$ cat config.mk
export PLATFORM = sky130hd
export DESIGN_NAME = spbm_top
export DESIGN_NICKNAME = d
export VERILOG_FILES = /design/src/rtl/spbm_pkg.sv /design/src/rtl/spbm_lat_if.sv /design/src/rtl/spbm_top.sv /design/src/rtl/spbm_delay.sv
export VERILOG_INCLUDE_DIRS = /design/src /design/src/rtl
export SDC_FILE = /design/constraint.sdc
export NUM_CORES = 1
export LEC_CHECK = 0
export ABC_AREA = 0
export ABC_CLOCK_PERIOD_IN_PS = 3200
export BUFFER_PORTS_ARGS = -buffer_cell sky130_fd_sc_hd__buf_2
export CAP_MARGIN = 15
export CORE_MARGIN = 2
export CORE_UTILIZATION = 29
export CTS_CLUSTER_DIAMETER = 100
export DETAILED_ROUTE_END_ITERATION = 8
export PLACE_DENSITY = 0.49
export SLEW_MARGIN = 20
export SYNTH_ARGS = -nofsm -noshare
export SYNTH_HDL_FRONTEND = slang
export SYNTH_HIERARCHICAL = 1
export SYNTH_SLANG_ARGS = --single-unit
$ cat constraint.sdc
create_clock -name mclk_in -period 3.2 [get_ports mclk_in]
set_input_delay 0.8 -clock mclk_in [delete_from_list [all_inputs] [get_ports mclk_in]]
set_output_delay 0.8 -clock mclk_in [all_outputs]
set_load 0.1 [all_outputs]
$ cat src/rtl/spbm_regs.svh
`ifndef SPBM_REGS_SVH
`define SPBM_REGS_SVH

// =====================================================================
// register offsets, byte addresses on the apb side
`define SPBM_OFF_PRESET 8'h00
`define SPBM_OFF_STATUS 8'h04
`define SPBM_OFF_WCOUNT 8'h08
`define SPBM_OFF_RCOUNT 8'h0c
`define SPBM_OFF_PCOUNT 8'h10
`define SPBM_OFF_LADDR 8'h14
`define SPBM_OFF_CLEAR 8'h18

// =====================================================================
// reset values
`define SPBM_PRESET_RST 32'h0000_0000
`define SPBM_COUNT_RST 32'h0000_0000
`define SPBM_WORD_ZERO 32'h0000_0000

// =====================================================================
// status field positions
`define SPBM_ST_READY_BIT 0
`define SPBM_ST_VALID_BIT 1
`define SPBM_ST_EN_BIT 2
`define SPBM_ST_RO_BIT 3
`define SPBM_ST_MODE_LSB 4
`define SPBM_ST_MODE_MSB 5
`define SPBM_ST_FAMILY_BIT 6

// =====================================================================
// clear register field positions
`define SPBM_CLR_WCOUNT_BIT 0
`define SPBM_CLR_RCOUNT_BIT 1
`define SPBM_CLR_PCOUNT_BIT 2

// =====================================================================
// fixed widths and limits
`define SPBM_PRESET_SW_W 32
`define SPBM_BASE_LATENCY 1
`define SPBM_MAX_DEPTH_OLD 262144
`define SPBM_MAX_DEPTH_NEW 1048576

`endif

$ cat src/rtl/spbm_pkg.sv
package spbm_pkg;

    // =================================================================
    // write modes
    typedef enum logic [1:0] {
        SPBM_MIRROR_NEW = 2'b00,
        SPBM_SHOW_OLD = 2'b01,
        SPBM_HOLD_OUT = 2'b10
    } spbm_wmode_t;

    // =================================================================
    // target families
    typedef enum logic {
        SPBM_FAMILY_OLD = 1'b0,
        SPBM_FAMILY_NEW = 1'b1
    } spbm_family_t;

endpackage

$ cat src/rtl/spbm_lat_if.sv
`timescale 1ns/1ns

interface spbm_lat_if;
    logic adv;
    logic req;
    logic valid;

    modport src (output adv, output req, input valid);
    modport dly (input adv, input req, output valid);
endinterface

$ cat src/rtl/spbm_top.sv
// The APB interface to the registers and the register addresses were chosen for this implementation.
`timescale 1ns/1ns
`include "spbm_regs.svh"

// Functional notes
// - enabled operations happen only on the rising clock edge, inputs registered there
// - enable low holds data output and blocks writes
// - enabled edge with store strobe writes write data at the word select
// - enabled edge without store strobe reads addressed word to read data
// - static write mode choice, mirror-new default; older family mirror-new only
// - mirror-new: written value also appears on read data
// - show-old: previous contents at write address appear on read data
// - hold-output: write leaves read data unchanged
// - output preset loads preset value; zero on older family, user value on newer
// - preset never changes storage nor disturbs a same-cycle write
// - preset ignored while port enable is inactive
// - default read-write; read-only configuration drops strobe and write data
// - accept-ready is high except while port enable is inactive
// - result-valid follows fresh-request by exactly the read latency
// - mirror-new, no extra registers: written data out at first edge
// - mirror-new: second edge with one register option, third with both
// - data width one to 256 bits, buses always vectors
// - depth two words up to family maximum
// - storage holds initial contents right after configuration
// - show-old, no registers: old contents out at first edge
// - input registering adds one stage to data, address and strobe
module spbm_top
    import spbm_pkg::*;
#(
    parameter int DATA_W = 8,
    parameter int DEPTH = 16,
    parameter int ADDR_W = (DEPTH > 1) ? $clog2(DEPTH) : 1,
    parameter spbm_family_t FAMILY = SPBM_FAMILY_NEW,
    parameter spbm_wmode_t WRITE_MODE = SPBM_MIRROR_NEW,
    parameter bit READ_ONLY = 1'b0,
    parameter bit IN_REG = 1'b0,
    parameter bit OUT_REG = 1'b0,
    parameter logic [DATA_W-1:0] INIT_WORD = '0,
    parameter logic [DATA_W-1:0] PRESET_INIT = '0
) (
    // clock, reset, clock enable
    input wire logic mclk_in,
    input wire logic rst_in,
    input wire logic ce_in,
    // memory port
    input wire logic en_in,
    input wire logic store_in,
    input wire logic [ADDR_W-1:0] word_sel_in,
    input wire logic [DATA_W-1:0] wdata_in,
    input wire logic output_preset_in,
    output logic [DATA_W-1:0] rdata_out,
    // handshake
    input wire logic fresh_request_in,
    output logic accept_ready_out,
    output logic result_valid_out,
    // apb slave
    input wire logic psel_in,
    input wire logic penable_in,
    input wire logic pwrite_in,
    input wire logic [7:0] paddr_in,
    input wire logic [31:0] pwdata_in,
    output logic [31:0] prdata_out,
    output logic pready_out,
    output logic pslverr_out
);
    // =================================================================
    // configuration
    localparam int LATENCY = `SPBM_BASE_LATENCY + int'(IN_REG) + int'(OUT_REG);
    localparam int MAX_DEPTH = (FAMILY == SPBM_FAMILY_OLD) ? `SPBM_MAX_DEPTH_OLD :
        `SPBM_MAX_DEPTH_NEW;
    localparam int WORDS = (DEPTH < 2) ? 2 : ((DEPTH > MAX_DEPTH) ? MAX_DEPTH : DEPTH);
    // the older family only knows mirror-new, whatever was asked for
    localparam spbm_wmode_t MODE = (FAMILY == SPBM_FAMILY_OLD) ? SPBM_MIRROR_NEW :
        WRITE_MODE;

    // =================================================================
    // storage, preloaded for configuration time
    // the preload sits in the declaration so that the write process stays
    // the only process that assigns the array
    logic [DATA_W-1:0] mem [WORDS] = '{default: INIT_WORD};

    // =================================================================
    // pipeline advance: nothing moves with clock enable or port enable low
    logic adv;
    assign adv = ce_in && en_in;

    // =================================================================
    // optional input stage
    // registered inputs cost one cycle of latency but ease timing into the array
    logic [ADDR_W-1:0] addr_s;
    logic [DATA_W-1:0] wdata_s;
    logic store_s;
    logic store_eff;

    generate
        if (IN_REG) begin : g_in_reg
            logic [ADDR_W-1:0] addr_reg;
            logic [DATA_W-1:0] wdata_reg;
            logic store_reg;

            always_ff @(posedge mclk_in) begin
                if (rst_in) begin
                    addr_reg <= '0;
                    wdata_reg <= '0;
                    store_reg <= 1'b0;
                end else if (adv) begin
                    addr_reg <= word_sel_in;
                    wdata_reg <= wdata_in;
                    store_reg <= store_in;
                end
            end

            assign addr_s = addr_reg;
            assign wdata_s = wdata_reg;
            assign store_s = store_reg;
        end else begin : g_in_direct
            assign addr_s = word_sel_in;
            assign wdata_s = wdata_in;
            assign store_s = store_in;
        end
    endgenerate

    // a read-only port never writes, so its strobe and data pins are dead
    assign store_eff = store_s && !READ_ONLY;

    // =================================================================
    // preset value, low word programmable on the newer family
    // bits above the software word keep the build-time preset value
    logic [31:0] preset_reg;
    logic [DATA_W-1:0] preset_val;

    always_comb begin
        preset_val = '0;
        if (FAMILY == SPBM_FAMILY_NEW) begin
            for (int i = 0; i < DATA_W; i++) begin
                if (i < `SPBM_PRESET_SW_W) begin
                    preset_val[i] = preset_reg[i];
                end else begin
                    preset_val[i] = PRESET_INIT[i];
                end
            end
        end
    end

    // =================================================================
    // storage write, independent of the preset
    always_ff @(posedge mclk_in) begin
        if (adv && store_eff) begin
            mem[addr_s] <= wdata_s;
        end
    end

    // =================================================================
    // output latch
    logic [DATA_W-1:0] latch_reg;
    logic [DATA_W-1:0] latch_next;

    // show-old reads the array before this edge's write lands, since the write
    // is a non-blocking update in its own process
    always_comb begin
        latch_next = latch_reg;
        if (output_preset_in) begin
            latch_next = preset_val;
        end else if (store_eff) begin
            case (MODE)
                SPBM_MIRROR_NEW: latch_next = wdata_s;
                SPBM_SHOW_OLD: latch_next = mem[addr_s];
                SPBM_HOLD_OUT: latch_next = latch_reg;
                default: latch_next = wdata_s;
            endcase
        end else begin
            latch_next = mem[addr_s];
        end
    end

    always_ff @(posedge mclk_in) begin
        if (rst_in) begin
            latch_reg <= '0;
        end else if (adv) begin
            latch_reg <= latch_next;
        end
    end

    // =================================================================
    // optional output stage
    // the stage loads the preset directly, so a preset still shows after one
    // enabled edge with the extra register in place
    generate
        if (OUT_REG) begin : g_out_reg
            logic [DATA_W-1:0] out_reg;

            always_ff @(posedge mclk_in) begin
                if (rst_in) begin
                    out_reg <= '0;
                end else if (adv) begin
                    out_reg <= output_preset_in ? preset_val : latch_reg;
                end
            end

            assign rdata_out = out_reg;
        end else begin : g_out_direct
            assign rdata_out = latch_reg;
        end
    endgenerate

    // =================================================================
    // handshake
    // result-valid rides a delay line that only shifts on enabled edges, so a
    // stalled port never drops or repeats a request
    spbm_lat_if lat ();

    assign lat.adv = adv;
    assign lat.req = fresh_request_in;

    spbm_delay #(
        .LATENCY(LATENCY)
    ) u_delay (
        .mclk_in(mclk_in),
        .rst_in(rst_in),
        .ce_in(ce_in),
        .lat(lat.dly)
    );

    assign result_valid_out = lat.valid;
    assign accept_ready_out = en_in;

    // =================================================================
    // activity counters and last address, for software visibility
    logic [31:0] wcount_reg;
    logic [31:0] rcount_reg;
    logic [31:0] pcount_reg;
    logic [ADDR_W-1:0] laddr_reg;
    logic apb_wr;
    logic apb_rd_setup;
    logic [2:0] clr;

    assign apb_wr = ce_in && psel_in && penable_in && pwrite_in;
    assign apb_rd_setup = ce_in && psel_in && !penable_in;
    assign clr[0] = apb_wr && (paddr_in == `SPBM_OFF_CLEAR) && pwdata_in[`SPBM_CLR_WCOUNT_BIT];
    assign clr[1] = apb_wr && (paddr_in == `SPBM_OFF_CLEAR) && pwdata_in[`SPBM_CLR_RCOUNT_BIT];
    assign clr[2] = apb_wr && (paddr_in == `SPBM_OFF_CLEAR) && pwdata_in[`SPBM_CLR_PCOUNT_BIT];

    // an event in the clearing cycle is kept: the count restarts at one
    always_ff @(posedge mclk_in) begin
        if (rst_in) begin
            wcount_reg <= `SPBM_COUNT_RST;
        end else if (ce_in) begin
            if (clr[0]) begin
                wcount_reg <= {31'h0000_0000, adv && store_eff};
            end else if (adv && store_eff) begin
                wcount_reg <= wcount_reg + 32'h0000_0001;
            end
        end
    end

    always_ff @(posedge mclk_in) begin
        if (rst_in) begin
            rcount_reg <= `SPBM_COUNT_RST;
        end else if (ce_in) begin
            if (clr[1]) begin
                rcount_reg <= {31'h0000_0000, adv && !store_eff};
            end else if (adv && !store_eff) begin
                rcount_reg <= rcount_reg + 32'h0000_0001;
            end
        end
    end

    always_ff @(posedge mclk_in) begin
        if (rst_in) begin
            pcount_reg <= `SPBM_COUNT_RST;
        end else if (ce_in) begin
            if (clr[2]) begin
                pcount_reg <= {31'h0000_0000, adv && output_preset_in};
            end else if (adv && output_preset_in) begin
                pcount_reg <= pcount_reg + 32'h0000_0001;
            end
        end
    end

    always_ff @(posedge mclk_in) begin
        if (rst_in) begin
            laddr_reg <= '0;
        end else if (adv) begin
            laddr_reg <= addr_s;
        end
    end

    // =================================================================
    // apb: zero wait states, read data captured in the setup cycle
    logic [31:0] rd_mux;
    logic rd_hit;
    logic [31:0] laddr_word;
    logic [31:0] status_word;

    always_comb begin
        laddr_word = `SPBM_WORD_ZERO;
        laddr_word[ADDR_W-1:0] = laddr_reg;
        status_word = `SPBM_WORD_ZERO;
        status_word[`SPBM_ST_READY_BIT] = accept_ready_out;
        status_word[`SPBM_ST_VALID_BIT] = result_valid_out;
        status_word[`SPBM_ST_EN_BIT] = en_in;
        status_word[`SPBM_ST_RO_BIT] = READ_ONLY;
        status_word[`SPBM_ST_MODE_MSB:`SPBM_ST_MODE_LSB] = MODE;
        status_word[`SPBM_ST_FAMILY_BIT] = FAMILY;
    end

    always_comb begin
        rd_mux = `SPBM_WORD_ZERO;
        rd_hit = 1'b1;
        case (paddr_in)
            `SPBM_OFF_PRESET: rd_mux = preset_reg;
            `SPBM_OFF_STATUS: rd_mux = status_word;
            `SPBM_OFF_WCOUNT: rd_mux = wcount_reg;
            `SPBM_OFF_RCOUNT: rd_mux = rcount_reg;
            `SPBM_OFF_PCOUNT: rd_mux = pcount_reg;
            `SPBM_OFF_LADDR: rd_mux = laddr_word;
            `SPBM_OFF_CLEAR: rd_mux = `SPBM_WORD_ZERO;
            default: rd_hit = 1'b0;
        endcase
    end

    always_ff @(posedge mclk_in) begin
        if (rst_in) begin
            prdata_out <= `SPBM_WORD_ZERO;
            pslverr_out <= 1'b0;
        end else if (apb_rd_setup) begin
            prdata_out <= pwrite_in ? `SPBM_WORD_ZERO : rd_mux;
            pslverr_out <= !rd_hit;
        end
    end

    // the older family has a fixed zero preset, so the register is inert there
    always_ff @(posedge mclk_in) begin
        if (rst_in) begin
            preset_reg <= `SPBM_PRESET_RST;
        end else if (apb_wr && (paddr_in == `SPBM_OFF_PRESET)) begin
            preset_reg <= pwdata_in;
        end
    end

    // pready follows the clock enable: a frozen block stretches every access
    assign pready_out = ce_in;
endmodule // spbm_top

$ cat src/rtl/spbm_delay.sv
`timescale 1ns/1ns

module spbm_delay #(
    parameter int LATENCY = 1
) (
    // clock and reset
    input wire logic mclk_in,
    input wire logic rst_in,
    input wire logic ce_in,
    // link to the memory core
    spbm_lat_if.dly lat
);
    // =================================================================
    // fresh-request delay line, advances only with the memory pipeline
    logic [LATENCY-1:0] line_reg;

    always_ff @(posedge mclk_in) begin
        if (rst_in) begin
            line_reg <= '0;
        end else if (ce_in && lat.adv) begin
            // the cast drops the oldest stage, which also covers a one-stage line
            line_reg <= LATENCY'({line_reg, lat.req});
        end
    end

    assign lat.valid = line_reg[LATENCY-1];
endmodule // spbm_delay

==> results_dict.tcl <==
set metrics [dict create \
    status "finished clean" \
    synth_common_cells "dfxtp_1 (174), nand2_1 (159), edfxtp_1 (128)" \
    cp-start-kind "input pin" \
    grt_overflow_total 0 \
    io_buffers 105 \
    cts-root-buf "clkbuf_16" \
    met1_length_mm 17.60 \
    track_usage 0.1683 \
    dr.pass1.iters 6 \
    yosys.cell_count.top_type "dfxtp_1" \
    critPathArrivalTime_ns 1.67 \
    via_per_inst 5.170 \
    slew_violations 0 \
    ctsHoldBuffers 0 \
    async_flop_share 0 \
    fin_area_mm2 0.01582 \
    finalHoldViolations 0 \
    crit_buf_inv 3 \
    yosysSeqAreaShare 0.5557 \
    syn_to_final_growth_pct 19.94 \
    holdCritStartpoint "prdata_out[21]" \
    coreArea_mm2 0.04509 \
    power_density_mw_per_mm2 525.9 \
    nets 1422 \
    syn_inst 1239 \
    final_core_util 0.3508 \
    synthFlopType "dfxtp_1" \
    die_y_um 217.2 \
    cts_resized 0 \
    dp_cells 1920 \
    ctsHtreeMaxLevel 2 \
    r2r_start "pcount_reg[0]" \
    top_layer "met5" \
    clockBufferDepth 3 \
    drtIter0Drc 811 \
    wire_per_inst_um 19.93 \
    ys_ff_latch 302 \
    crit_path_end_kind "output port" \
    grt_first_pass_wirelength_mm 60.63 \
    start_util 0.2925 \
    vias 10257 \
    crit_chain "buf_2 -> buf_4 -> buf_2" \
    worst-slew-pin-transition_ns 0.9263 \
    wl_met3_mm 2.740 \
    clkTransAtPathRegs_ns 0.06 \
    dieArea_mm2 0.04719 \
    required_ns 2.40 \
    clock_sinks 302 \
    cp_max_fo 6 \
    seq_area_mm2 0.007327 \
    yosysUniqueCellTypes 55 \
    holdCritPathClass "flop to flop" \
    irDropWorstVdd_uv 398.1 \
    skew_ns 0.03438 \
    wl_met2_mm 18.22 \
    drc 0 \
    grt_pass1_vias 9858 \
    postCtsSetupRepairBufs 0 \
    avgSynthCellArea_um2 10.64 \
    place.gp.congestion 0.8822 \
    top_register "mem" \
    setup-violations-final 0 \
    syn_area_mm2 0.01319 \
    largest_reg_flops 128 \
    critical_path_class "input pin to output port" \
    cp_slowest_cell "buf_2" \
    critPathMostFrequentCell "buf_2" \
    p_leak_nw 5.210 \
    synth_top_area_frac 0.2915 \
    cts_tree "done" \
    dpl.hpwl_mm 28.06 \
    synthTopCellsByArea "edfxtp_1 (29%), dfxtp_1 (26%), mux4_2 (5.6%), nand2_1 (4.5%), a21oi_1 (3.2%)" \
    setup_ws_ns 0.7326 \
    ant_nets 0 \
    synth_edf_count 128 \
    fmax_mhz 405.3 \
    finalNonFillerCells 1984 \
    total_power_mw 8.318 \
    drive_gt1_frac 0.1960 \
    rows 78 \
    synth_warnings 6 \
    cts_buffers 35 \
    cpLargestDelayFamily "buffers and inverters" \
    synth_fp_nets 1304 \
    cap_viol_max_count 0 \
    worst_skew_pair.late_latency_ns 0.55 \
    antenna_found_initial 2 \
    worst_path_largest_cell_delay_ns 0.43 \
    fin_setup_tns_ns 0 \
    max_slew_margin 0.3777 \
    num-fill-cells 4596 \
    period_share 0.7711 \
    synth_top_area_cell "edfxtp_1" \
    multiInputGateArea_mm2 0.005518 \
    totalWireLength_mm 39.54 \
    grt_setup_unrepaired "false" \
    pre_cts_ws_ns 0.2890 \
    worstSetupStartpoint "ce_in" \
    postPlaceCellArea_mm2 0.01470 \
    io_pins 106 \
    fin_crit_ns 2.467 \
    hold_ws_ns 0.4494 \
    grt_start_max_net_pins 34 \
    die_x_um 217.2 \
]
-- power by group --
group,leakage [nW],total [mW],switching [mW],internal (mW)
Combinational,2.10,0.396,0.267,0.129
Clock,0.555,3.88,1.61,2.27
Sequential,2.55,4.05,0.0129,4.03
-- cells by family after synthesis --
logic type	share of synthesized area
simple gates	0.1717
flops	0.5557
fa+ha+maj	0.002847
buf+inv	0.02771
mux	0.07173
xor+xnor	0.03852
compound gates	0.1318
-- routing by layer --
layer,up-vias,GRT usage
met5,-,0
met4,2,0.05297
met3,50,0.03452
met2,311,0.2706
met1,5020,0.2273
li1,4874,-
-- final cells by class --
cell class / instances / share of cell area
multi-input cells: 844 / 0.3489
well taps: 600 / 0.04746
clock buffers: 53 / 0.06621
diodes: 1 / 0.0001582
repair buffers: 166 / 0.06772
inverters: 8 / 0.001899
flip-flops and latches: 302 / 0.4633
clock inverters: 10 / 0.004430
-- worst min-delay path, stage by stage, from the launching register on --
cell     delay, ns
dfxtp_1       0.32
nand2_1       0.04
o21ai_0       0.05
-- cell usage in the layout, fill, tap and decap left out, types with 9 or more instances in the layout --
cell / netlist / routed
o21ai_0: 63 / 63
xnor2_1: 23 / 23
nor2_1: 111 / 110
o2111ai_1: 15 / 15
or3_1: 24 / 24
dfxtp_1: 174 / 174
a221oi_1: 24 / 24
xor2_1: 35 / 35
nor3_1: 21 / 21
clkbuf_16: 0 / 36
edfxtp_1: 128 / 128
nand4_1: 29 / 29
or4_1: 14 / 14
nand2_1: 159 / 159
nand3_1: 33 / 33
a22oi_1: 23 / 23
mux2i_1: 18 / 18
o211ai_1: 9 / 9
mux4_2: 33 / 33
o31ai_1: 10 / 10
buf_2: 7 / 105
and4_1: 13 / 13
a21oi_1: 84 / 84
buf_4: 2 / 54
a211oi_1: 13 / 13
nor4_1: 11 / 9
and3_1: 18 / 18
-- path summary, 6_finish.rpt --
kind | end | slack [ns] | cells after the start
setup / recovery | pready_out | 0.73 | 3
hold / removal | prdata_out[21] | 0.45 | 2
setup reg to reg | pcount_reg[28] | 0.81 | 6
hold reg to reg | prdata_out[21] | 0.45 | 2
No activity file was read; power rests on OpenSTA's default activity.
